<file path="src/verilog/stack_fault_cfg.svh">
// constants and rule summary for the stack fault and shadow register block
//
// Operation
// - fault reset option comes from configuration word 4L
// - option on: set flag, then force reset
// - option off: set flag, no reset
// - flags sticky until software clear or power-on
// - one hidden shadow entry per saved register
// - every interrupt vector captures the three registers
// - fast interrupt return restores, plain return does not
// - high-priority vector overwrites low-priority shadow values
// - fast call saves registers into shadow
// - fast return restores registers from shadow
// - table access moves one byte via latch
`ifndef STACK_FAULT_CFG_SVH
`define STACK_FAULT_CFG_SVH
`define CFG4L_FAULT_RESET_BIT 0
`define STATUS_RESET 8'h00
`define WORK_RESET 8'h00
`define BANK_RESET 4'h0
`define PTR_RESET 22'h000000
`define LATCH_RESET 8'h00
`define PC_RESET 21'h000000
`endif

</file>
<file path="src/verilog/stack_fault_pkg.sv">
// types shared by the stack fault and shadow register block
package stack_fault_pkg;
  typedef enum logic [1:0] {
    fault_idle,
    fault_reset_pending
  } fault_state_t;

  typedef struct packed {
    fault_state_t fstate;
    logic stack_full_flag;
    logic stack_underflow_flag;
    logic fault_reset;
    logic [7:0] shadow_status;
    logic [7:0] shadow_work;
    logic [3:0] shadow_bank;
    logic restore_valid;
    logic [7:0] restore_status;
    logic [7:0] restore_work;
    logic [3:0] restore_bank;
    logic pcl_write;
    logic [20:0] pc_target;
    logic [21:0] table_pointer;
    logic [7:0] table_latch;
    logic table_write;
    logic [21:0] table_write_addr;
    logic [7:0] table_write_data;
  } core_state_t;
endpackage : stack_fault_pkg

</file>
<file path="src/verilog/stack_fault_unit.sv">
// stack fault flags, fast shadow registers, computed jump and table access
`include "stack_fault_cfg.svh"
module stack_fault_unit
  import stack_fault_pkg::*;
(
  // -----------------------------------------------------------
  // clock, resets and configuration
  // -----------------------------------------------------------
  input wire logic clk,
  input wire logic rst,
  input wire logic por,
  input wire logic [7:0] config_word_4l,
  // -----------------------------------------------------------
  // stack events and software clears
  // -----------------------------------------------------------
  input wire logic stack_overflow,
  input wire logic stack_underflow,
  input wire logic clear_full,
  input wire logic clear_underflow,
  // -----------------------------------------------------------
  // live core registers
  // -----------------------------------------------------------
  input wire logic [7:0] status_reg,
  input wire logic [7:0] working_register,
  input wire logic [3:0] bank_select_register,
  // -----------------------------------------------------------
  // vectoring and fast call or return
  // -----------------------------------------------------------
  input wire logic interrupt_vector,
  input wire logic fast_call,
  input wire logic return_from_interrupt_instr,
  input wire logic fast_return,
  input wire logic fast_option,
  // -----------------------------------------------------------
  // computed jump
  // -----------------------------------------------------------
  input wire logic add_w_to_file_instr,
  input wire logic [20:0] pc_now,
  // -----------------------------------------------------------
  // table access
  // -----------------------------------------------------------
  input wire logic ptr_write,
  input wire logic [21:0] ptr_data,
  input wire logic table_read,
  input wire logic table_write_req,
  input wire logic [7:0] prog_byte,
  input wire logic latch_write,
  input wire logic [7:0] latch_data,
  // -----------------------------------------------------------
  // stack fault outputs
  // -----------------------------------------------------------
  output logic stack_full_flag,
  output logic stack_underflow_flag,
  output logic fault_reset,
  // -----------------------------------------------------------
  // fast return outputs
  // -----------------------------------------------------------
  output logic restore_valid,
  output logic [7:0] restore_status,
  output logic [7:0] restore_work,
  output logic [3:0] restore_bank,
  // -----------------------------------------------------------
  // jump and table outputs
  // -----------------------------------------------------------
  output logic pcl_write,
  output logic [20:0] pc_target,
  output logic [21:0] table_pointer,
  output logic [7:0] table_latch,
  output logic table_write,
  output logic [21:0] table_write_addr,
  output logic [7:0] table_write_data
);

  core_state_t cur;
  core_state_t next_cur;
  logic fault_reset_enable;
  logic fault_event;
  logic capture_now;
  logic restore_now;

  // -----------------------------------------------------------
  // helpers
  // -----------------------------------------------------------
  function automatic logic [20:0] computed_target(
    input logic [20:0] pc,
    input logic [7:0] w
  );
    // only the low byte is replaced by the sum; carry is not propagated
    computed_target = {pc[20:8], 8'(pc[7:0] + w)};
  endfunction : computed_target

  function automatic logic fault_strobe(
    input logic overflow,
    input logic underflow
  );
    // either direction of stack fault counts alike
    fault_strobe = overflow || underflow;
  endfunction : fault_strobe

  function automatic logic fault_reset_armed(
    input logic event_seen,
    input logic enable
  );
    // the option bit is a level, read on the fault edge itself
    fault_reset_armed = event_seen && enable;
  endfunction : fault_reset_armed

  function automatic logic capture_strobe(
    input logic vector,
    input logic call,
    input logic fast
  );
    // every vector captures; a call only with the fast option
    capture_strobe = vector || (call && fast);
  endfunction : capture_strobe

  function automatic logic restore_strobe(
    input logic intr_return,
    input logic sub_return,
    input logic fast
  );
    // a plain return leaves the core registers alone
    restore_strobe = (intr_return || sub_return) && fast;
  endfunction : restore_strobe

  assign fault_reset_enable = config_word_4l[`CFG4L_FAULT_RESET_BIT];

  // -----------------------------------------------------------
  // event decode
  // -----------------------------------------------------------
  // decoded once so every section sees the same strobe
  assign fault_event = fault_strobe(stack_overflow, stack_underflow);
  assign capture_now = capture_strobe(interrupt_vector, fast_call, fast_option);
  assign restore_now = restore_strobe(return_from_interrupt_instr, fast_return, fast_option);

  // -----------------------------------------------------------
  // next state
  // -----------------------------------------------------------
  always_comb
  begin
    next_cur = cur;
    next_cur.restore_valid = 1'b0;
    next_cur.pcl_write = 1'b0;
    next_cur.table_write = 1'b0;
    next_cur.fault_reset = 1'b0;

    // -------------------------------------------------------
    // sticky flags
    // -------------------------------------------------------
    // set beats clear so no fault event is lost
    if (clear_full)
    begin
      next_cur.stack_full_flag = 1'b0;
    end
    if (clear_underflow)
    begin
      next_cur.stack_underflow_flag = 1'b0;
    end
    if (stack_overflow)
    begin
      next_cur.stack_full_flag = 1'b1;
    end
    if (stack_underflow)
    begin
      next_cur.stack_underflow_flag = 1'b1;
    end

    // -------------------------------------------------------
    // fault reset sequencing
    // -------------------------------------------------------
    // flag is visible one cycle before the reset pulse
    unique case (cur.fstate)
      fault_idle:
      begin
        if (fault_reset_armed(fault_event, fault_reset_enable))
        begin
          next_cur.fstate = fault_reset_pending;
        end
      end
      fault_reset_pending:
      begin
        next_cur.fault_reset = 1'b1;
        next_cur.fstate = fault_idle;
      end
      default:
      begin
        // illegal codes fall back to idle
        next_cur.fstate = fault_idle;
      end
    endcase

    // -------------------------------------------------------
    // shadow capture and restore
    // -------------------------------------------------------
    // a later vector simply overwrites, high priority included
    if (capture_now)
    begin
      next_cur.shadow_status = status_reg;
      next_cur.shadow_work = working_register;
      next_cur.shadow_bank = bank_select_register;
    end

    // no validity tracking: whatever was captured last comes back
    if (restore_now)
    begin
      next_cur.restore_valid = 1'b1;
      next_cur.restore_status = cur.shadow_status;
      next_cur.restore_work = cur.shadow_work;
      next_cur.restore_bank = cur.shadow_bank;
    end

    // -------------------------------------------------------
    // computed jump
    // -------------------------------------------------------
    if (add_w_to_file_instr)
    begin
      // odd offsets land mid-instruction; software keeps them even
      next_cur.pcl_write = 1'b1;
      next_cur.pc_target = computed_target(pc_now, working_register);
    end

    // -------------------------------------------------------
    // table access
    // -------------------------------------------------------
    // a read wins when both transfers arrive together
    if (ptr_write)
    begin
      next_cur.table_pointer = ptr_data;
    end
    if (latch_write)
    begin
      next_cur.table_latch = latch_data;
    end
    if (table_read)
    begin
      next_cur.table_latch = prog_byte;
    end
    else if (table_write_req)
    begin
      next_cur.table_write = 1'b1;
      next_cur.table_write_addr = cur.table_pointer;
      next_cur.table_write_data = cur.table_latch;
    end
  end

  // -----------------------------------------------------------
  // state register
  // -----------------------------------------------------------
  always_ff @(posedge clk)
  begin
    if (rst || por)
    begin
      cur <= '0;
      cur.fstate <= fault_idle;
      cur.shadow_status <= `STATUS_RESET;
      cur.shadow_work <= `WORK_RESET;
      cur.shadow_bank <= `BANK_RESET;
      cur.table_pointer <= `PTR_RESET;
      cur.table_latch <= `LATCH_RESET;
      cur.pc_target <= `PC_RESET;
      // only power-on clears the sticky flags
      if (!por)
      begin
        cur.stack_full_flag <= next_cur.stack_full_flag;
        cur.stack_underflow_flag <= next_cur.stack_underflow_flag;
      end
    end
    else
    begin
      cur <= next_cur;
    end
  end

  // -----------------------------------------------------------
  // fault outputs
  // -----------------------------------------------------------
  assign stack_full_flag = cur.stack_full_flag;
  assign stack_underflow_flag = cur.stack_underflow_flag;
  assign fault_reset = cur.fault_reset;

  // -----------------------------------------------------------
  // restore outputs
  // -----------------------------------------------------------
  assign restore_valid = cur.restore_valid;
  assign restore_status = cur.restore_status;
  assign restore_work = cur.restore_work;
  assign restore_bank = cur.restore_bank;

  // -----------------------------------------------------------
  // jump and table outputs
  // -----------------------------------------------------------
  assign pcl_write = cur.pcl_write;
  assign pc_target = cur.pc_target;
  assign table_pointer = cur.table_pointer;
  assign table_latch = cur.table_latch;
  assign table_write = cur.table_write;
  assign table_write_addr = cur.table_write_addr;
  assign table_write_data = cur.table_write_data;

endmodule : stack_fault_unit
</file>
<file path="config.mk">
export PLATFORM = sky130hd
export DESIGN_NAME = stack_fault_unit
export DESIGN_NICKNAME = d
export VERILOG_FILES = /design/src/verilog/stack_fault_pkg.sv /design/src/verilog/stack_fault_unit.sv
export VERILOG_INCLUDE_DIRS = /design/src /design/src/verilog
export SDC_FILE = /design/constraint.sdc
export NUM_CORES = 1
export LEC_CHECK = 0
export BUFFER_PORTS_ARGS = -buffer_cell sky130_fd_sc_hd__buf_4
export CAP_MARGIN = 20
export CELL_PAD_IN_SITES_DETAIL_PLACEMENT = 0
export CELL_PAD_IN_SITES_GLOBAL_PLACEMENT = 1
export CORE_MARGIN = 2
export CORE_UTILIZATION = 38
export DETAILED_ROUTE_END_ITERATION = 8
export PLACE_DENSITY_LB_ADDON = 0.08
export SLEW_MARGIN = 20
export SYNTH_ARGS = -nofsm -noshare
export SYNTH_HDL_FRONTEND = slang
export SYNTH_SLANG_ARGS = --single-unit
</file>
<file path="constraint.sdc">
create_clock -name clk -period 3.35 [get_ports clk]
set_clock_uncertainty 0.15 [all_clocks]
set_input_delay 0.1675 -clock clk [delete_from_list [all_inputs] [get_ports clk]]
set_output_delay 0.1675 -clock clk [all_outputs]
set_load 0.005 [all_outputs]
</file>
# == Word level (Yosys, flattened, before mapping) ==
# Cells that the tools add are included.
# word_totals
regBits,128
in_bits,104
out_inout_bits,107
word_cells,48
# op_classes
addsub,1
muxes,15
bitwise_logic,2
reduce_logical,12
# ops
operator,n
2-to-1 mux 127 bit,1
2-to-1 mux 31 bit,2
2-to-1 mux 22 bit,2
2-to-1 mux 21 bit,1
2-to-1 mux 20 bit,1
2-to-1 mux 8 bit,2
adder 8 bit,1
2-to-1 mux 1 bit,5
logical OR 1 bit,4
OR reduction 2 bit,2
logical AND 1 bit,3
zero test 2 bit,1
2-to-1 mux 2 bit,1
NOT 1 bit,2
AND reduction 2 bit,1
nonzero test 2 bit,1

# == Longest topological paths before layout ==
# Gate-level depths: netlist of the first run.
# depth
ltp_word,4
ltp_mapped,7
depth_no_buf,7

# == Worst setup path after synthesis of the first run ==
# OpenSTA, ideal clock, no wires.
# synth_path
path_kind,input to register
start,input port working_register[0]
end,register pc_target[4] (netlist name)
setup_time_ps,115
arrival_ps,1321
slack_ps,1764
stages,7
path_buffers,0
cell_sequence,ha_1 inv_1 fa_1 nor2b_1 o21a_1 or3_1 a31o_1
# synth_between
elab_chain_len,1
# synth_lines
element,line_no,text
"start, declared",stack_fault_unit.sv:24,"input wire logic [7:0] working_register,"
adder 8 bit,stack_fault_unit.sv:89,"computed_target = {pc[20:8], 8'(pc[7:0] + w)};"
# Every way passes these cells.
# A chain may end at the register's enable or synchronous reset.

# == Worst setup path after layout of the first run ==
# layout_path
start,input port working_register[0]
end,register pc_target[4] (netlist name)
# layout_between
elab_chain_len,1
# layout_lines
element,line_no
adder 8 bit,stack_fault_unit.sv:89
# Every way passes these cells.

==> flow_summary_export.csv, run 1 <==
group,metric,value,unit
drt,drt-initial-drc-count,245,
placed_design,port_buffers,203,
layout,area_growth,41.0,%
setup_path,worst_path_largest_cell_delay,0.55,ns
logic_synthesis,yosysWarnings,0,
setup_path,rr_endpoint,"table_latch[4]$_SDFFE_PN0P_",
sta,worst_slew_pin_slew,0.769,ns
sta,finalSetupViolations,0,
sta,finalSetupTns,0,ns
setup_path,cp_max_fo,4,
grt,grt_pass1_vias,4531,
setup_path,ff2ff_setup_slack,1.86,ns
logic_synthesis,syn_nets,770,
die,die_h,125,um
die,rows,44,
clocking,htreeDepth,4,
sta,worst_slack,1.38,ns
sta,fin_worst_hold_slack,0.0497,ns
drt,drtAntennaViolNets,0,
grt,grt_antenna_before_repair,0,
layout,final_core_util,54.3,%
drt,wl_per_cell,13.3,um
setup_path,crit_type,"in -> reg",
sta,finalCritPeriodShare,58.9,%
outcome,status,"finished, final reports clean",
min_path,hold_path_end,"pc_target[6]$_SDFFE_PN0P_",
clocking,cts_buffers,17,
logic_synthesis,ys_ff_latch,128,
layout,layout-drive-gt1-share,29.0,%
logic_synthesis,ys_seq_area_share,46.1,%
logic_synthesis,synth_compound_gate_area_share,10.0,%
setup_path,end_kind,"flop",
power,p_leak,3.44,nW
power,vdd_drop_max,0.297,mV
logic_synthesis,async_flop_share,0,%
logic_synthesis,synth_top_family_by_area,"buffers and inverters",
clocking,clockRootBuffer,"clkbuf_16",
setup_path,required,3.51,ns
logic_synthesis,synth_area,0.00556,mm2
drt,viasPerCell,4.52,
clocking,cts_resized,0,
sta,period_minus_slack,1.97,ns
setup_path,r2r_cells,5,
die,core_area,0.0144,mm2
layout,num_antenna_cells,0,
power,power,3.85,mW
die,io_pins,211,
logic_synthesis,synth.distinct_cells,32,
min_path,hp-class,"in -> reg",
power,power_density,491,mW/mm2
drt,totalWireLength,13600,um
placed_design,place_congestion,0.761,
logic_synthesis,synthFlopType,"dfxtp_1",
die,initial_utilization,38.5,%
setup_path,path_cells,"dlygate4sd3_1 -> buf_4 -> ha_1 -> inv_1 -> fa_1 -> nor2b_1 -> o21a_1 -> or3_1 -> a31o_1",
sta,drv_slew,0,
min_path,hold_depth,4,
sta,hold_viol,0,
clocking,path_clk_slew,0.06,ns
logic_synthesis,syn_inst,658,
grt,grt_max_degree,95,
placed_design,dp_hpwl,8730,um
die,die_area,0.0156,mm2
clocking,cts_tree,"yes",
logic_synthesis,synth-simple-area-share,16.4,%
layout,nets,939,
drt,drc,0,
logic_synthesis,synth_xor_area_share,0.315,%
logic_synthesis,syn_area_per_cell,8.44,um2
setup_path,crit_slowest_cell,"dlygate4sd3_1",
drt,num_vias,4629,
sta,fmax,507,MHz
logic_synthesis,synth.area.mux_share,8.11,%
placed_design,dp_slack,1.36,ns
run,maxCapViolations,0,
setup_path,r2r-start,"table_latch[4]$_SDFFE_PN0P_",
grt,overflow,0,
grt,grt_pass1_wl,22600,um
grt,grtUsageTotal,17.8,%
logic_synthesis,synthAdderAreaFrac,1.94,%
clocking,clkSinkCount,128,
setup_path,crit_arrival,2.13,ns
min_path,worstHoldStart,"pc_now[5]",
clocking,clock_path_buffers,2,
clocking,clk_latency,0.41,ns
drt,dr.pass1.iters,4,
die,die_w,125,um
sta,grt_setup_unrepaired,"false",
logic_synthesis,synth-edff-count,0,
setup_path,startpoint_type,"primary input",
sta,relSlewSlack,48.7,%
metrics by stage:
| stage | instance area (um2) | instances |
|---|---|---|
| global placement | 6430 | 912 |
| floorplan | 5560 | 658 |
| CTS | 7810 | 1022 |
| finish | 7840 | 1023 |
| detailed placement | 6430 | 912 |
| global route | 7840 | 1023 |
repair_timing:
action,CTS,global route
setup buffers,0,0
hold buffers,79,0
endpoints found under the hold margin,68,0
worst max path at each step:
| stage | from | end | slack (ns) | cells after the start |
|---|---|---|---|---|
| after floorplan | working_register[0] | pc_target[4]$_SDFFE_PN0P_ | 1.76 | 7 |
| after global placement | por | table_pointer[13]$_SDFFE_PN0P_ | 1.39 | 4 |
| after detailed placement | por | pc_target[8]$_SDFFE_PN0P_ | 1.36 | 4 |
| after CTS | por | cur[127]$_SDFFE_PP0P_ | 1.16 | 5 |
| after global routing | working_register[0] | pc_target[4]$_SDFFE_PN0P_ | 1.33 | 9 |
| final | working_register[0] | pc_target[4]$_SDFFE_PN0P_ | 1.38 | 9 |
logic make-up (layout without fill, tap and decap cells):
kind of cell               Yosys count  in the layout
and+or+nand+nor                    226            226
buffers and inverters              144            325
DFF                                128            128
AOI/OAI and AO/OA                  105            105
muxes                               45             45
adders and majority gates            8              8
xor gates and xnor gates             2              2
worst max-delay path, delay by kind of cell:
kind / cells / cell delay, ns
adders and majority gates: 2 / 0.40
AOI/OAI and AO/OA: 2 / 0.41
and+or+nand+nor: 2 / 0.38
buffers and inverters: 3 / 0.77
synth_stat cells (3+ instances only):
library cell	number	area share, %
nand2_1	143	9.7
dfxtp_1	128	46
buf_4	102	14
a21oi_1	88	7.9
nor2_1	60	4.1
mux2i_1	45	8.1
buf_2	21	1.9
clkbuf_1	15	1.0
ha_1	7	1.6
o21ai_0	7	0.63
inv_1	6	0.41
nor3b_1	5	0.68
nand3_1	3	0.27
nor2b_1	3	0.34
o21a_1	3	0.41
sequential cells by signal (all words and copies together), names as in the netlist, 4 cells and up:
| signal | cells |
|---|---|
| cur | 21 |
| pc_target | 21 |
| table_write_addr | 22 |
| table_latch | 8 |
| table_pointer | 22 |
| restore_status | 8 |
| table_write_data | 8 |
| restore_work | 8 |
| restore_bank | 4 |
cell type report:
cell class / instances / area [um2]
well taps: 184 / 230
inverters: 6 / 22.5
multi-input cells: 386 / 2050
clock inverters: 14 / 166
flip-flops and latches: 128 / 2560
fillers: 1346 / 6590
repair buffers: 288 / 2380
clock buffers: 17 / 425
report_power, final:
part | switching [mW] | internal (mW)
clock network | 0.673 | 1.16
registers | 0.0227 | 1.56
logic | 0.185 | 0.243
layer usage:
| metal | up-vias | global-route usage, % | wire (um) |
|---|---|---|---|
| li1 | 2378 | - | - |
| met2 | 133 | 27.5 | 6090 |
| met1 | 2104 | 22.9 | 6410 |
| met3 | 14 | 6.74 | 923 |
| met5 | - | 0 | 0 |
| met4 | 0 | 6.14 | 180 |
placed cells by master, fill, tap and decap left out, types with 2 or more instances in the layout:
cell           count
nand2_1          143
a211oi_1           2
mux2i_1           45
nor3b_1            5
nand3_1            3
nor2_1            60
buf_4            208
ha_1               7
clkinv_2           4
or3_1              2
and2_1             2
nand2b_1           2
dfxtp_1          128
dlygate4sd3_1     79
clkinvlp_4         4
inv_1              6
o21a_1             3
a21oi_1           88
inv_6              2
o21ai_0            6
clkbuf_16         17
bufinv_16          3
xnor2_1            2
nor2b_1            2
Power figures use the tool's default switching activity.
==> run 2, diff against run 1 <==
--- a/config.mk
+++ b/config.mk
@@ -11,7 +11,7 @@
 export CELL_PAD_IN_SITES_DETAIL_PLACEMENT = 0
 export CELL_PAD_IN_SITES_GLOBAL_PLACEMENT = 1
 export CORE_MARGIN = 2
-export CORE_UTILIZATION = 38
+export CORE_UTILIZATION = 35
 export DETAILED_ROUTE_END_ITERATION = 8
 export PLACE_DENSITY_LB_ADDON = 0.08
 export SLEW_MARGIN = 20
==> constraint.sdc (replaced) <==
create_clock -name clk -period 2 [get_ports clk]
set_clock_uncertainty 0.15 [all_clocks]
set_input_delay 0.1 -clock clk [delete_from_list [all_inputs] [get_ports clk]]
set_output_delay 0.1 -clock clk [all_outputs]
set_load 0.005 [all_outputs]
==> flow_summary_export.csv, run 2 (synthesis results as in run 1) <==
group,metric,value,unit
drt,viasPerCell,4.42,
placed_design,port_buffers,203,
min_path,hp-class,"in -> reg",
sta,period_minus_slack,1.91,ns
setup_path,path_cells,"dlygate4sd3_1 -> buf_4 -> ha_1 -> inv_1 -> fa_1 -> nor2b_1 -> o21a_1 -> or3_1 -> a31o_1",
sta,finalCritPeriodShare,95.5,%
clocking,clock_path_buffers,2,
setup_path,crit_slowest_cell,"dlygate4sd3_1",
setup_path,worst_path_largest_cell_delay,0.55,ns
sta,finalSetupTns,0,ns
setup_path,crit_arrival,2.06,ns
setup_path,cp_max_fo,4,
die,core_area,0.0157,mm2
power,power_frac_seq,40.9,%
sta,finalSetupViolations,0,
grt,overflow,0,
clocking,path_clk_slew,0.05,ns
power,intPower,5.08,mW
power,p_comb_share,11.3,%
layout,layout-drive-gt1-share,28.5,%
drt,num_vias,4700,
die,die_h,130,um
power,power,6.49,mW
layout,final_common_cell,"buf_4",
die,die_area,0.0169,mm2
sta,fin_worst_hold_slack,0.0194,ns
grt,grtUsageTotal,16.6,%
drt,drc,0,
sta,worst_slew_pin_slew,0.824,ns
run,maxCapViolations,0,
drt,totalWireLength,14200,um
sta,hold_viol,0,
sta,fmax,523,MHz
layout,area_growth,43.3,%
die,rows,46,
power,clock_power_share,47.7,%
drt,drt-initial-drc-count,165,
layout,num_antenna_cells,0,
power,switching_power,1.41,mW
clocking,clk_latency,0.41,ns
sta,drv_slew,0,
grt,grt_antenna_before_repair,0,
clocking,clockRootBuffer,"clkbuf_16",
grt,grt_pass1_vias,4524,
setup_path,crit_type,"in -> reg",
power,vdd_drop_max,0.513,mV
drt,dr.pass1.iters,4,
clocking,cts_buffers,17,
setup_path,startpoint_type,"primary input",
clocking,cts_resized,0,
power,power_density,816,mW/mm2
layout,nets,948,
die,io_pins,211,
die,die_w,130,um
layout,final_cell_mix,"211 x buf_4, 143 x nand2_1, 128 x dfxtp_1",
clocking,postCtsSetupBuffers,0,
sta,relSlewSlack,45.1,%
sta,grt_setup_unrepaired,"false",
power,p_leak,3.50,nW
setup_path,end_kind,"flop",
power,switching_share,21.7,%
grt,grt_pass1_wl,21900,um
placed_design,place_congestion,0.768,
layout,final_core_util,50.7,%
grt,grt_max_degree,42,
drt,drtAntennaViolNets,0,
drt,wl_per_cell,13.4,um
clocking,htreeDepth,4,
setup_path,required,2.15,ns
clocking,clkSinkCount,128,
die,initial_utilization,35.4,%
outcome,status,"finished, final reports clean",
clocking,cts_tree,"yes",
placed_design,dp_hpwl,9540,um
[run 2: cell count changes in the layout (fill, tap and decap cells not counted), sizes merged]
cell         change
clkinv           -2
inv              -2
clkbuf           +8
buf              +4
clkinvlp         -4
dlygate4sd3      +5
[run 2: area by class of cell]
type                       instances  area [um2]
clock inverter                     6         105
tap                              216         270
timing repair buffer             297        2460
inverter                           6        22.5
multi-input combinational        386        2050
clock buffer                      25         485
fill                            1561        7750
sequential                       128        2560
[run 2: final timing paths]
check | from | to | slack (ns) | cells past startpoint
max | working_register[0] | pc_target[4]$_SDFFE_PN0P_ | 0.09 | 9
min | pc_now[7] | pc_target[7]$_SDFFE_PN0P_ | 0.02 | 5
max reg2reg | table_latch[6]$_SDFFE_PN0P_ | table_latch[6]$_SDFFE_PN0P_ | 0.51 | 5
min reg2reg | cur[106]$_SDFFE_PN0P_ | restore_bank[2]$_SDFFE_PN0P_ | 0.30 | 2
[run 2: repair_timing]
item                                   CTS  global route
hold buffers                            84             0
endpoints found under the hold margin   73             0
setup endpoints to repair                0             0
[run 2: power by group through the flow]
stage | sequential, mW | combinational, mW | clock (mW)
after floorplan | 2.70 | 0.354 | 0
after global placement | 2.71 | 0.595 | 0
after detailed placement | 2.71 | 0.601 | 0
after CTS | 2.66 | 0.741 | 3.20
after global routing | 2.66 | 0.806 | 3.31
final | 2.66 | 0.736 | 3.10
[run 2: metrics by stage]
| step | instances | instance area [um2] | worst slack (ns) |
|---|---|---|---|
| 2_1_floorplan | 658 | 5560 | 0.481 |
| 3_3_place_gp | 949 | 6530 | 0.273 |
| 3_5_place_dp | 949 | 6530 | 0.261 |
| 4_1_cts | 1064 | 7960 | 0.111 |
| 5_1_grt | 1064 | 7960 | 0.0509 |
| 6_report | 1064 | 7960 | 0.0896 |
[run 2: worst max-delay path, delay by kind of cell]
kind                       cells  cell delay [ns]
AOI/OAI and AO/OA              2             0.40
and+or+nand+nor                2             0.37
buffers and inverters          3             0.76
adders and majority gates      2             0.40
[run 2: layer usage]
metal / global-route usage (%) / up-vias / share of wire [%]
li1: - / 2392 / -
met1: 20.7 / 2159 / 46
met2: 26.1 / 130 / 46
met3: 5.86 / 19 / 6.3
met4: 6.70 / 0 / 1.9
met5: 0 / - / 0
